**src/design/fsc_pkg.sv**
```systemverilog
// Purpose: Shared constants for the fault status and clip threshold register block
// Assumes: Eight-bit control port registers, one CLK domain
// Notes: All offsets, named field positions and register field reset values live here
package fsc_pkg;

	// Register offsets on the control port
	localparam logic [7:0] ADDR_FAULT = 8'h08;
	localparam logic [7:0] ADDR_CLIP_MID = 8'h10;
	localparam logic [7:0] ADDR_CLIP_LOW = 8'h11;
	localparam logic [7:0] ADDR_RSVD_FIRST = 8'h09;
	localparam logic [7:0] ADDR_RSVD_LAST = 8'h0F;

	// Fault register field positions
	localparam int FLT_OTE_BIT = 0;
	localparam int FLT_DCE_BIT = 1;
	localparam int FLT_OCE_BIT = 2;
	localparam int FLT_CLOCK_ERROR_FLAG_BIT = 3;
	localparam int FLT_THR_LSB = 4;
	localparam int FLT_THR_MSB = 5;

	// Lower clip register field positions
	localparam int CLIP_LOW_FIELD_LSB = 2;
	localparam int CLIP_LOW_FIELD_MSB = 7;

	// Assembled clipping threshold layout
	localparam int CLIP_LEVEL_W = 20;
	localparam int CLIP_HI_W = 6;
	localparam int CLIP_MID_W = 8;
	localparam int CLIP_LO_W = 6;

	// Reset values
	localparam logic [1:0] OC_SEL_RESET = 2'h0;
	localparam logic [7:0] CLIP_MID_RESET = 8'h01;
	localparam logic [5:0] CLIP_LOW_FIELD_RESET = 6'h01;
	localparam logic [1:0] CLIP_LOW_RSVD_RESET = 2'h0;
	localparam logic [7:0] RDATA_RESET = 8'h00;

	// Overcurrent scaling selections
	typedef enum logic [1:0] {
		FSC_OC_FULL = 2'h0,
		FSC_OC_75 = 2'h1,
		FSC_OC_50 = 2'h2,
		FSC_OC_25 = 2'h3
	} fsc_oc_sel_t;

endpackage

```
**src/design/fsc_core_if.sv**
```systemverilog
// Purpose: Carrier between the register bank, fault tracker and clipper
// Assumes: All signals in the CLK domain
// Notes: No clocking block; plain modports
`timescale 1ns/1ps
interface fsc_core_if;
	logic [1:0] oc_sel; // Overcurrent threshold selection
	logic [19:0] clip_level; // Assembled clipping threshold
	logic [3:0] flags; // Clock, overcurrent, dc, overtemp flags
	logic halt; // Normal operation stopped

	modport regs (output oc_sel, output clip_level, input flags, input halt);
	modport fault (input oc_sel, output flags, output halt);
	modport clip (input clip_level, input halt);
endinterface // fsc_core_if

```
**src/design/fsc_clipper.sv**
```systemverilog
// Purpose: Limits each audio sample magnitude to the clipping threshold
// Assumes: Signed samples, one per valid strobe, same clock
// Notes: Samples taken while normal operation is halted are output as zero
`timescale 1ns/1ps
module fsc_clipper #(
	parameter int SAMPLE_W = 24
) (
	input wire logic clk, // Control clock
	input wire logic rst, // Synchronous reset, active high
	input wire logic ce, // Clock enable
	input wire logic signed [SAMPLE_W-1:0] sample_in, // Incoming sample
	input wire logic sample_in_valid, // Incoming sample strobe
	output logic signed [SAMPLE_W-1:0] sample_out, // Limited sample to modulator
	output logic sample_out_valid, // Limited sample strobe
	fsc_core_if.clip core // Threshold and halt
);

	typedef struct packed {
		logic signed [SAMPLE_W-1:0] sample;
		logic valid;
	} fsc_clip_state_t;

	fsc_clip_state_t st_reg;
	fsc_clip_state_t st_next;
	logic signed [SAMPLE_W:0] pos_lim;
	logic signed [SAMPLE_W:0] neg_lim;
	logic signed [SAMPLE_W:0] wide_in;

	// One extra bit keeps the negated limit from overflowing
	assign pos_lim = $signed({{(SAMPLE_W + 1 - fsc_pkg::CLIP_LEVEL_W){1'b0}}, core.clip_level});
	assign neg_lim = -pos_lim;
	assign wide_in = {sample_in[SAMPLE_W-1], sample_in};

	// Clamp to plus or minus the threshold
	always_comb
	begin
		st_next = st_reg;
		st_next.valid = sample_in_valid;
		if (sample_in_valid)
		begin
			if (core.halt)
				st_next.sample = '0;
			else if (wide_in > pos_lim)
				st_next.sample = pos_lim[SAMPLE_W-1:0];
			else if (wide_in < neg_lim)
				st_next.sample = neg_lim[SAMPLE_W-1:0];
			else
				st_next.sample = sample_in;
		end
	end

	always_ff @(posedge clk)
	begin
		if (rst)
			st_reg <= '0;
		else if (ce)
			st_reg <= st_next;
	end

	assign sample_out = st_reg.sample;
	assign sample_out_valid = st_reg.valid;

endmodule // fsc_clipper

```
**src/design/fsc_fault.sv**
```systemverilog
// Purpose: Fault detection and latching with shutdown-toggle recovery
// Assumes: Clock, dc and overtemp indications arrive as asynchronous levels from analog monitors
// Notes: Latched flags clear while shutdown is active; a new event wins over the clear
`timescale 1ns/1ps
module fsc_fault #(
	parameter int CUR_W = 12,
	parameter logic [11:0] OC_NOMINAL = 12'h800
) (
	input wire logic clk, // Control clock
	input wire logic rst, // Synchronous reset, active high
	input wire logic ce, // Clock enable, freezes state when low
	input wire logic clock_fault_async, // Clock monitor level, asynchronous
	input wire logic dc_fault_async, // DC offset monitor level, asynchronous
	input wire logic overtemp_async, // Die temperature monitor level, asynchronous
	input wire logic shutdown_pin_n_async, // Speaker shutdown pin, active low, asynchronous
	input wire logic shutdown_bit_n, // Speaker shutdown control bit, active low
	input wire logic [CUR_W-1:0] current_mag, // Output current magnitude, same clock
	fsc_core_if.fault core // Link to register bank and clipper
);

	typedef struct packed {
		logic [1:0] clk_sync;
		logic [1:0] dc_sync;
		logic [1:0] ot_sync;
		logic [1:0] sd_sync;
		logic clock_error_flag;
		logic overcurrent_error_flag;
		logic dce;
		logic overtemp_error_flag;
		logic halt;
	} fsc_fault_state_t;

	fsc_fault_state_t st_reg;
	fsc_fault_state_t st_next;
	logic shutdown_active;
	logic oc_trip;

	// Scale the nominal trip level by the selected fraction
	function automatic logic [CUR_W-1:0] oc_level(input logic [1:0] sel);
		logic [CUR_W+1:0] nom;
		logic [CUR_W+1:0] prod;
		nom = {2'h0, OC_NOMINAL[CUR_W-1:0]};
		prod = nom;
		case (sel)
			fsc_pkg::FSC_OC_FULL: prod = nom;
			fsc_pkg::FSC_OC_75: prod = (nom + (nom << 1)) >> 2;
			fsc_pkg::FSC_OC_50: prod = nom >> 1;
			fsc_pkg::FSC_OC_25: prod = nom >> 2;
			default: prod = nom;
		endcase
		return prod[CUR_W-1:0];
	endfunction

	// Either the pin or the control bit holds the speaker in shutdown
	assign shutdown_active = ~st_reg.sd_sync[1] | ~shutdown_bit_n;
	assign oc_trip = current_mag > oc_level(core.oc_sel);

	// Next state: sync pins, latch faults, clear on shutdown with set winning
	always_comb
	begin
		st_next = st_reg;
		st_next.clk_sync = {st_reg.clk_sync[0], clock_fault_async};
		st_next.dc_sync = {st_reg.dc_sync[0], dc_fault_async};
		st_next.ot_sync = {st_reg.ot_sync[0], overtemp_async};
		st_next.sd_sync = {st_reg.sd_sync[0], shutdown_pin_n_async};
		st_next.clock_error_flag = st_reg.clk_sync[1];
		st_next.overcurrent_error_flag = (st_reg.overcurrent_error_flag & ~shutdown_active) | oc_trip;
		st_next.dce = (st_reg.dce & ~shutdown_active) | st_reg.dc_sync[1];
		st_next.overtemp_error_flag = (st_reg.overtemp_error_flag & ~shutdown_active) | st_reg.ot_sync[1];
		// Clock error only halts while present, so operation resumes by itself
		st_next.halt = shutdown_active | st_next.clock_error_flag | st_next.overcurrent_error_flag | st_next.dce
			| st_next.overtemp_error_flag;
	end

	// State register; shutdown sync resets to released so no false clear
	always_ff @(posedge clk)
	begin
		if (rst)
		begin
			st_reg <= '0;
			st_reg.sd_sync <= 2'h3;
			st_reg.halt <= 1'b1;
		end
		else if (ce)
		begin
			st_reg <= st_next;
		end
	end

	assign core.flags = {st_reg.clock_error_flag, st_reg.overcurrent_error_flag, st_reg.dce, st_reg.overtemp_error_flag};
	assign core.halt = st_reg.halt;

endmodule // fsc_fault

```
**src/design/fsc_regs.sv**
```systemverilog
// Purpose: Fault configuration, error status and lower clip threshold registers
// Assumes: Control port decoded upstream into address, strobes and data bytes
// Notes: Read data is registered and appears the cycle after a read strobe
`timescale 1ns/1ps
////////////////////////////////////////////////////////////////////////////////
module fsc_regs #(
	parameter int SAMPLE_W = 24,
	parameter int CUR_W = 12,
	parameter logic [11:0] OC_NOMINAL = 12'h800
) (
	input wire logic CLK, // Control clock, 40 MHz
	input wire logic RST, // Synchronous reset, active high
	input wire logic CE, // Clock enable, freezes all state when low
	input wire logic [7:0] REG_ADDR, // Register offset
	input wire logic [7:0] REG_WDATA, // Write data byte
	input wire logic REG_WR, // Write strobe, one cycle
	input wire logic REG_RD, // Read strobe, one cycle
	output logic [7:0] REG_RDATA, // Registered read data
	output logic REG_RVALID, // Read data valid, one cycle
	input wire logic [5:0] CLIP_HI_BITS, // Threshold bits 19:14 from their own register
	input wire logic CLOCK_FAULT, // Clock monitor level, asynchronous
	input wire logic DC_FAULT, // DC offset monitor level, asynchronous
	input wire logic OVERTEMP, // Die temperature monitor level, asynchronous
	input wire logic SPK_SHUTDOWN_N, // Speaker shutdown pin, active low
	input wire logic SHUTDOWN_BIT_N, // Speaker shutdown control bit, active low
	input wire logic [CUR_W-1:0] CURRENT_MAG, // Output current magnitude
	input wire logic signed [SAMPLE_W-1:0] AUDIO_IN, // Audio sample in
	input wire logic AUDIO_IN_VALID, // Audio sample strobe in
	output logic signed [SAMPLE_W-1:0] AUDIO_OUT, // Limited sample to modulator
	output logic AUDIO_OUT_VALID, // Limited sample strobe
	output logic [3:0] ERROR_FLAGS, // Clock, overcurrent, dc, overtemp
	output logic RUN_OK // Normal operation allowed
);

	typedef struct packed {
		logic [1:0] oc_sel;
		logic [7:0] clip_mid;
		logic [5:0] clip_low;
		logic [1:0] clip_rsvd;
		logic [7:0] rdata;
		logic rvalid;
		logic [3:0] flags_out;
		logic run_ok;
	} fsc_regs_state_t;

	fsc_regs_state_t st_reg;
	fsc_regs_state_t st_next;
	fsc_core_if core_bus ();

	////////////////////////////////////////////////////////////////////////////
	// Read data decode, shared by the read path

	function automatic logic [7:0] read_mux(
		input logic [7:0] addr,
		input fsc_regs_state_t s,
		input logic [3:0] flags
	);
		logic [7:0] v;
		v = 8'h00;
		case (addr)
			fsc_pkg::ADDR_FAULT:
			begin
				// Top two bits stay zero, no storage behind them
				v = {2'h0, s.oc_sel, flags};
			end
			fsc_pkg::ADDR_CLIP_MID: v = s.clip_mid;
			fsc_pkg::ADDR_CLIP_LOW: v = {s.clip_low, s.clip_rsvd};
			default: v = 8'h00;
		endcase
		return v;
	endfunction

	////////////////////////////////////////////////////////////////////////////
	// Register writes and reads

	// Only the selector field of the fault register accepts data
	always_comb
	begin
		st_next = st_reg;
		st_next.rvalid = REG_RD;
		if (REG_WR)
		begin
			case (REG_ADDR)
				fsc_pkg::ADDR_FAULT:
				begin
					// Flag and reserved bits are dropped on write
					st_next.oc_sel =
						REG_WDATA[fsc_pkg::FLT_THR_MSB:fsc_pkg::FLT_THR_LSB];
				end
				fsc_pkg::ADDR_CLIP_MID: st_next.clip_mid = REG_WDATA;
				fsc_pkg::ADDR_CLIP_LOW:
				begin
					st_next.clip_low = REG_WDATA[fsc_pkg::CLIP_LOW_FIELD_MSB:
						fsc_pkg::CLIP_LOW_FIELD_LSB];
					// Reserved pair is storage only, steering nothing
					st_next.clip_rsvd = REG_WDATA[1:0];
				end
				// Reserved window 0x09 to 0x0F and anything else is ignored
				default: st_next = st_next;
			endcase
		end
		if (REG_RD)
			st_next.rdata = read_mux(REG_ADDR, st_reg, core_bus.flags);
		st_next.flags_out = core_bus.flags;
		st_next.run_ok = ~core_bus.halt;
	end

	// State register with documented reset values
	always_ff @(posedge CLK)
	begin
		if (RST)
		begin
			st_reg.oc_sel <= fsc_pkg::OC_SEL_RESET;
			st_reg.clip_mid <= fsc_pkg::CLIP_MID_RESET;
			st_reg.clip_low <= fsc_pkg::CLIP_LOW_FIELD_RESET;
			st_reg.clip_rsvd <= fsc_pkg::CLIP_LOW_RSVD_RESET;
			st_reg.rdata <= fsc_pkg::RDATA_RESET;
			st_reg.rvalid <= 1'b0;
			st_reg.flags_out <= 4'h0;
			st_reg.run_ok <= 1'b0;
		end
		else if (CE)
		begin
			st_reg <= st_next;
		end
	end

	////////////////////////////////////////////////////////////////////////////
	// Threshold assembly and submodules

	// High bits come from the neighbouring register outside this bank
	assign core_bus.oc_sel = st_reg.oc_sel;
	assign core_bus.clip_level = {CLIP_HI_BITS, st_reg.clip_mid, st_reg.clip_low};

	fsc_fault #(
		.CUR_W(CUR_W),
		.OC_NOMINAL(OC_NOMINAL)
	) u_fault (
		.clk(CLK),
		.rst(RST),
		.ce(CE),
		.clock_fault_async(CLOCK_FAULT),
		.dc_fault_async(DC_FAULT),
		.overtemp_async(OVERTEMP),
		.shutdown_pin_n_async(SPK_SHUTDOWN_N),
		.shutdown_bit_n(SHUTDOWN_BIT_N),
		.current_mag(CURRENT_MAG),
		.core(core_bus.fault)
	);

	fsc_clipper #(
		.SAMPLE_W(SAMPLE_W)
	) u_clip (
		.clk(CLK),
		.rst(RST),
		.ce(CE),
		.sample_in(AUDIO_IN),
		.sample_in_valid(AUDIO_IN_VALID),
		.sample_out(AUDIO_OUT),
		.sample_out_valid(AUDIO_OUT_VALID),
		.core(core_bus.clip)
	);

	// Outputs straight from flip-flops
	assign REG_RDATA = st_reg.rdata;
	assign REG_RVALID = st_reg.rvalid;
	assign ERROR_FLAGS = st_reg.flags_out;
	assign RUN_OK = st_reg.run_ok;

endmodule // fsc_regs

```
**config.mk**
```make
export PLATFORM = sky130hd
export DESIGN_NAME = fsc_regs
export DESIGN_NICKNAME = d
export VERILOG_FILES = /design/src/design/fsc_pkg.sv /design/src/design/fsc_core_if.sv /design/src/design/fsc_clipper.sv /design/src/design/fsc_fault.sv /design/src/design/fsc_regs.sv
export SDC_FILE = /design/constraint.sdc
export NUM_CORES = 1
export LEC_CHECK = 0
export ABC_CLOCK_PERIOD_IN_PS = 4400
export BUFFER_PORTS_ARGS = -buffer_cell sky130_fd_sc_hd__buf_4
export CORE_ASPECT_RATIO = 2
export CORE_MARGIN = 1.5
export CORE_UTILIZATION = 30
export DETAILED_ROUTE_END_ITERATION = 8
export GPL_TIMING_DRIVEN = 0
export PLACE_DENSITY = 0.58
export SLEW_MARGIN = 15
export SYNTH_ARGS = -nofsm -noshare
export SYNTH_HDL_FRONTEND = slang
export SYNTH_HIERARCHICAL = 1
export SYNTH_SLANG_ARGS = --single-unit
```
**constraint.sdc**
```tcl
create_clock -name CLK -period 4.4 [get_ports CLK]
set_input_delay 0.88 -clock CLK [delete_from_list [all_inputs] [get_ports CLK]]
set_output_delay 0.88 -clock CLK [all_outputs]
set_load 0.03 [all_outputs]
```
### Yosys cells after proc, flatten, opt, wreduce, memory -nomap -nowiden

Cells that the tools add are included.
W data, S select, Z words.

* flip-flop bits (word level): 70
* input port bits: 69
* output and inout port bits: 39

* $lt $le $gt $ge: 3
* muxes and demuxes: 6
* equal/unequal tests: 6
* reductions and logical operators: 6
* bitwise logic cells: 15
* $add $sub $neg: 1

Operators with widths (count)
* $mux W24: 3
* $pmux W12 S4: 1
* $lt A24 B25 Y1: 1
* $neg A20 Y25: 1
* $gt A24 B21 Y1: 1
* $pmux W8 S3: 1
* $eq A8 B5 Y1 const B: 2
* $gt A12 B12 Y1: 1
* $reduce_and A3 Y1: 3
* $eq A8 B4 Y1 const B: 1
* $mux W8: 1
* $or A1 B1 Y1: 8
* $eq A2 B2 Y1 const B: 2
* $not A1 Y1: 4
* $reduce_and A2 Y1: 2
* $and A1 B1 Y1: 3
* $eq A2 B1 Y1 const B: 1
* $logic_not A2 Y1: 1

### Logic depth before layout (Yosys ltp)

* word-level depth: 8
* mapped depth: 18
* gate-level depth less buffers: 15

### Hierarchy

The synthesis kept the hierarchy.

Modules (own cells, without submodules)
* fsc_clipper: cells an instance 353, times used 1, area an instance 2743.9 um^2
* fsc_regs: cells an instance 150, times used 1, area an instance 1428.9 um^2
* fsc_fault: cells an instance 70, times used 1, area an instance 699.4 um^2

### Least setup slack after synthesis

OpenSTA, ideal clock, no wires.

* path type: input-to-reg
* start: input port CLIP_HI_BITS[0]
* end: register u_clip.st_reg, in the netlist u_clip/sample_out[20]
* cell stages on the path: 13
* path slack: 0.254 ns
* path buffers: 2
* arrival time: 4.029 ns
* required time: 4.283 ns
* cells stage by stage: or4_1 -> or3_1 -> buf_2 -> o41ai_2 -> o21ai_1 -> ha_1 -> nand4_1 -> or4_1 -> a31oi_1 -> o22ai_2 -> buf_2 -> or2_0 -> a22o_1

* word-level cells in the longest chain between the ends: 5

Ends and longest elaborated chain
* from (decl): line fsc_regs.sv:20 `input wire logic [5:0] CLIP_HI_BITS,`
* $neg A20 Y25: line fsc_clipper.sv:31 `assign neg_lim = -pos_lim;`
* $lt A24 B25 Y1: line fsc_clipper.sv:45 `else if (wide_in < neg_lim)`
* $mux W24: line fsc_clipper.sv:45
* $mux W24 (*): line fsc_clipper.sv:43 `else if (wide_in > pos_lim)`
* $mux W24 (*): line fsc_clipper.sv:41 `if (core.halt)`
* to (signal assigned): line fsc_clipper.sv:57 `st_reg <= st_next;`
* to (decl): line fsc_clipper.sv:23 `fsc_clip_state_t st_reg;`

Every way passes the cells marked *; elsewhere a longest branch is shown, timed or not.
A chain may end at the register's enable or synchronous reset.

### Worst setup path after layout

* start: input port CLIP_HI_BITS[0]
* end: register u_clip.st_reg, in the netlist u_clip/sample_out[9]

The elaborated chain is that of the path after synthesis.

==> run_results.csv <==
group,metric,value,unit
finish,drive_gt1_share,25.1,%
clock_tree,cts_buffers,9,
critical_path,worstSetupPathType,"input pin to flip-flop",
placed_design,place_worst_setup_slack,-374,ps
drt,ant_nets,0,
yosys,synth.distinct_cells,61,
drt,detailroute.via_count,4565,
yosys,synth-warning-count,6,
clock_tree,tritoncts,"built",
clock_tree,htreeDepth,3,
sta,finalSetupViolations,0,
global_routing,global_route.usage.total,18.1,%
yosys,number_of_synthesized_flops_with_an_enable_pin,0,
finish,number_of_flip_flops_in_the_largest_register,24,
finish,num_antenna_cells,0,
global_routing,global_route.usage.met3,2.86,%
global_routing,via_count_of_the_first_global_routing_pass,4695,
drt,detail_route.first_pass.iterations,4,
finish,postLayoutCoreUtil,39.6,%
sta,timing_hold_violations_final,0,
critical_path,end_kind,"flip-flop",
yosys,avgSynthCellArea,8.50,um2
die,die_width,93.1,um
placed_design,place.detailed.instances,881,
die,height_of_the_die,183,um
sta,grt_setup_unrepaired,"false",
global_routing,gr-usage-met1,17.7,%
yosys,postSynthNetCount,693,
global_routing,globalRoute.totalOverflow,0,
drt,post_drt_wl_per_cell,16.5,um
yosys,syn_area,4870,um2
yosys,synthArstFlopShare,0,%
clock_tree,ctsLongestPathBuffers,2,
global_routing,grt_first_pass_wirelength,23.6,mm
die,io_pins,108,
yosys,synth.top_cells.by_count,"70 x sky130_fd_sc_hd__dfxtp_1, 61 x sky130_fd_sc_hd__nor2_1, 55 x sky130_fd_sc_hd__mux2i_1",
die,initial_utilization,30.7,%
critical_path,worst_ep_required_time,4610,ps
critical_path,data_arrival_time_of_the_critical_path,4510,ps
sta,fin_setup_tns,0,ps
outcome,status,"finished, final reports clean",
sta,fin_ws,101,ps
clock_tree,clkSlewWorstSetupHoldPaths,60,ps
clock_tree,cts_hold_buf,0,
placed_design,detailed_place_hpwl,12.2,mm
sta,maximum_clock_skew_at_final_layout,7.78,ps
drt,wirelength,14.8,mm
global_routing,grt_most_used_layer,"met2",
sta,transition_at_the_pin_with_the_smallest_max_transition_slack,742,ps
yosys,postSynthCellCount,573,
drt,drt-vias-per-instance,5.09,
sta,fin_crit,4300,ps
power_and_ir_drop,irDropWorstVdd,0.000191,V
run,max_cap_violations,0,
die,placementRows,65,
sta,finalMaxSlewViolations,0,
critical_path,crit_path_max_fanout,10,
drt,drcViolationCount,0,
min_path,holdCritPathClass,"flip-flop to flip-flop",
yosys,ff_latch_count_synth,70,
finish,synthToLayoutAreaGrowth,29.0,%
power_and_ir_drop,p_leak,2.79,nW
yosys,synth.area.top_cells,"sky130_fd_sc_hd__dfxtp_1 29%, sky130_fd_sc_hd__ha_1 13%, sky130_fd_sc_hd__mux2i_1 11%",
global_routing,grt_max_degree,16,
drt,first_iter_violations,168,
yosys,synth_largest_area_cell,"sky130_fd_sc_hd__dfxtp_1",
clock_tree,clock_latency,330,ps
clock_tree,cts.root.buffer_cell,"sky130_fd_sc_hd__clkbuf_16",
global_routing,antenna_found_initial,0,
sta,max-slew-margin-rel,50.2,%
die,core_area,15900,um2
clock_tree,clock_sink_count,70,
yosys,seq_area_frac_synth,28.8,%
sta,final.period_utilization,97.7,%
placed_design,place.gp.congestion,0.925,
finish,final_nets,811,
yosys,synth_flop_cell,"sky130_fd_sc_hd__dfxtp_1",
finish,fin_cells,897,
yosys,synth.top_cell.area_share,28.8,%
global_routing,gr-usage-met2,34.7,%
sta,max_freq,233,MHz
yosys,post-synth-top-count-cell,"sky130_fd_sc_hd__dfxtp_1",
sta,worst_hold_slack,455,ps
critical_path,crit_path_start_kind,"input pin",
placed_design,number_of_port_buffers,107,
die,area_enclosed_by_the_die_boundary,17100,um2
power_and_ir_drop,powerDensity,268,nW/um2
==> path summary, 6_finish.rpt <==
path / startpoint / end / slack [ps] / depth (start not counted)
worst max-delay path: CLIP_HI_BITS[0] / u_clip/sample_out[9]$_SDFFE_PP0P_ / 100 / 15
worst min-delay path: u_clip/sample_out[7]$_SDFFE_PP0P_ / u_clip/sample_out[7]$_SDFFE_PP0P_ / 450 / 2
worst max register to register: core_bus.clip_level[4]$_SDFFE_PP0P_ / u_clip/sample_out[9]$_SDFFE_PP0P_ / 250 / 15
worst min register to register: u_clip/sample_out[7]$_SDFFE_PP0P_ / u_clip/sample_out[7]$_SDFFE_PP0P_ / 450 / 2
==> critical path, cell delays in order <==
cell,delay (ps)
sky130_fd_sc_hd__buf_4,130
sky130_fd_sc_hd__or4_1,580
sky130_fd_sc_hd__or3_1,360
sky130_fd_sc_hd__buf_2,190
sky130_fd_sc_hd__o41ai_2,200
sky130_fd_sc_hd__o21ai_1,160
sky130_fd_sc_hd__ha_1,320
sky130_fd_sc_hd__nand4_1,110
sky130_fd_sc_hd__or4_1,570
sky130_fd_sc_hd__a31oi_4,230
sky130_fd_sc_hd__o22ai_4,140
sky130_fd_sc_hd__buf_6,190
sky130_fd_sc_hd__mux2i_1,120
sky130_fd_sc_hd__mux2i_1,210
sky130_fd_sc_hd__o21ai_0,100
==> cell type report <==
| type | instances | area [um2] |
|---|---|---|
| fillers | 1673 | 9580 |
| repair buffers | 107 | 803 |
| clock buffers | 10 | 229 |
| multi-input cells | 421 | 3100 |
| clock inverters | 6 | 92.6 |
| inverters | 45 | 169 |
| flip-flops and latches | 70 | 1400 |
| well taps | 201 | 251 |
| plain buffers | 37 | 241 |
==> per-layer routing <==
layer	up-vias	share of wire, %
met1	2151	35
met5	-	0
li1	2267	-
met3	33	4.1
met4	0	4.8
met2	114	56
==> placed cells by master, fill, tap and decap left out, drive strengths merged, types with 3 or more instances in the layout <==
cell,netlist,final
a211o,3,3
a211oi,5,5
a21boi,3,3
a21o,4,4
a21oi,31,31
a22o,4,4
a22oi,8,8
a31oi,3,3
and3,3,3
and4,5,5
buf,28,134
clkbuf,9,20
dfxtp,70,70
ha,51,51
inv,45,47
mux2,6,6
mux2i,55,55
nand2,39,39
nand2b,5,5
nand3,11,11
nand4,9,9
nor2,61,61
nor2b,5,5
nor3,11,11
nor4,12,12
o21ai,36,36
o31ai,3,3
o41ai,3,3
or2,4,4
or4,4,4
xnor2,14,14
==> through the flow <==
stage	area, um2	total power [W]
2_1_floorplan	4870	0.000785
3_3_place_gp	5930	0.000895
3_5_place_dp	5930	0.000896
4_1_cts	6260	0.00170
5_1_grt	6280	0.00176
6_report	6280	0.00168
==> power by group <==
group / internal [W] / leakage [nW] / switching (W)
clock network: 0.000501 / 0.150 / 0.000299
logic: 0.000108 / 2.08 / 0.000126
registers: 0.000643 / 0.566 / 0.00000632
==> repair_timing <==
action                                  CTS  global route
resized for setup                         2             6
buffers inserted                          0             0
endpoints found under the setup margin    4            24
==> cells by family after synthesis <==
group / share of synthesized area [%]
XOR/XNOR: 2.70
AO/OA/AOI/OAI: 15.3
buffers and inverters: 8.35
AND/OR/NAND/NOR: 19.1
multiplexers: 12.7
adder cells (fa/ha/maj): 13.1
flip-flops: 28.8
Power figures use the tool's default switching activity.
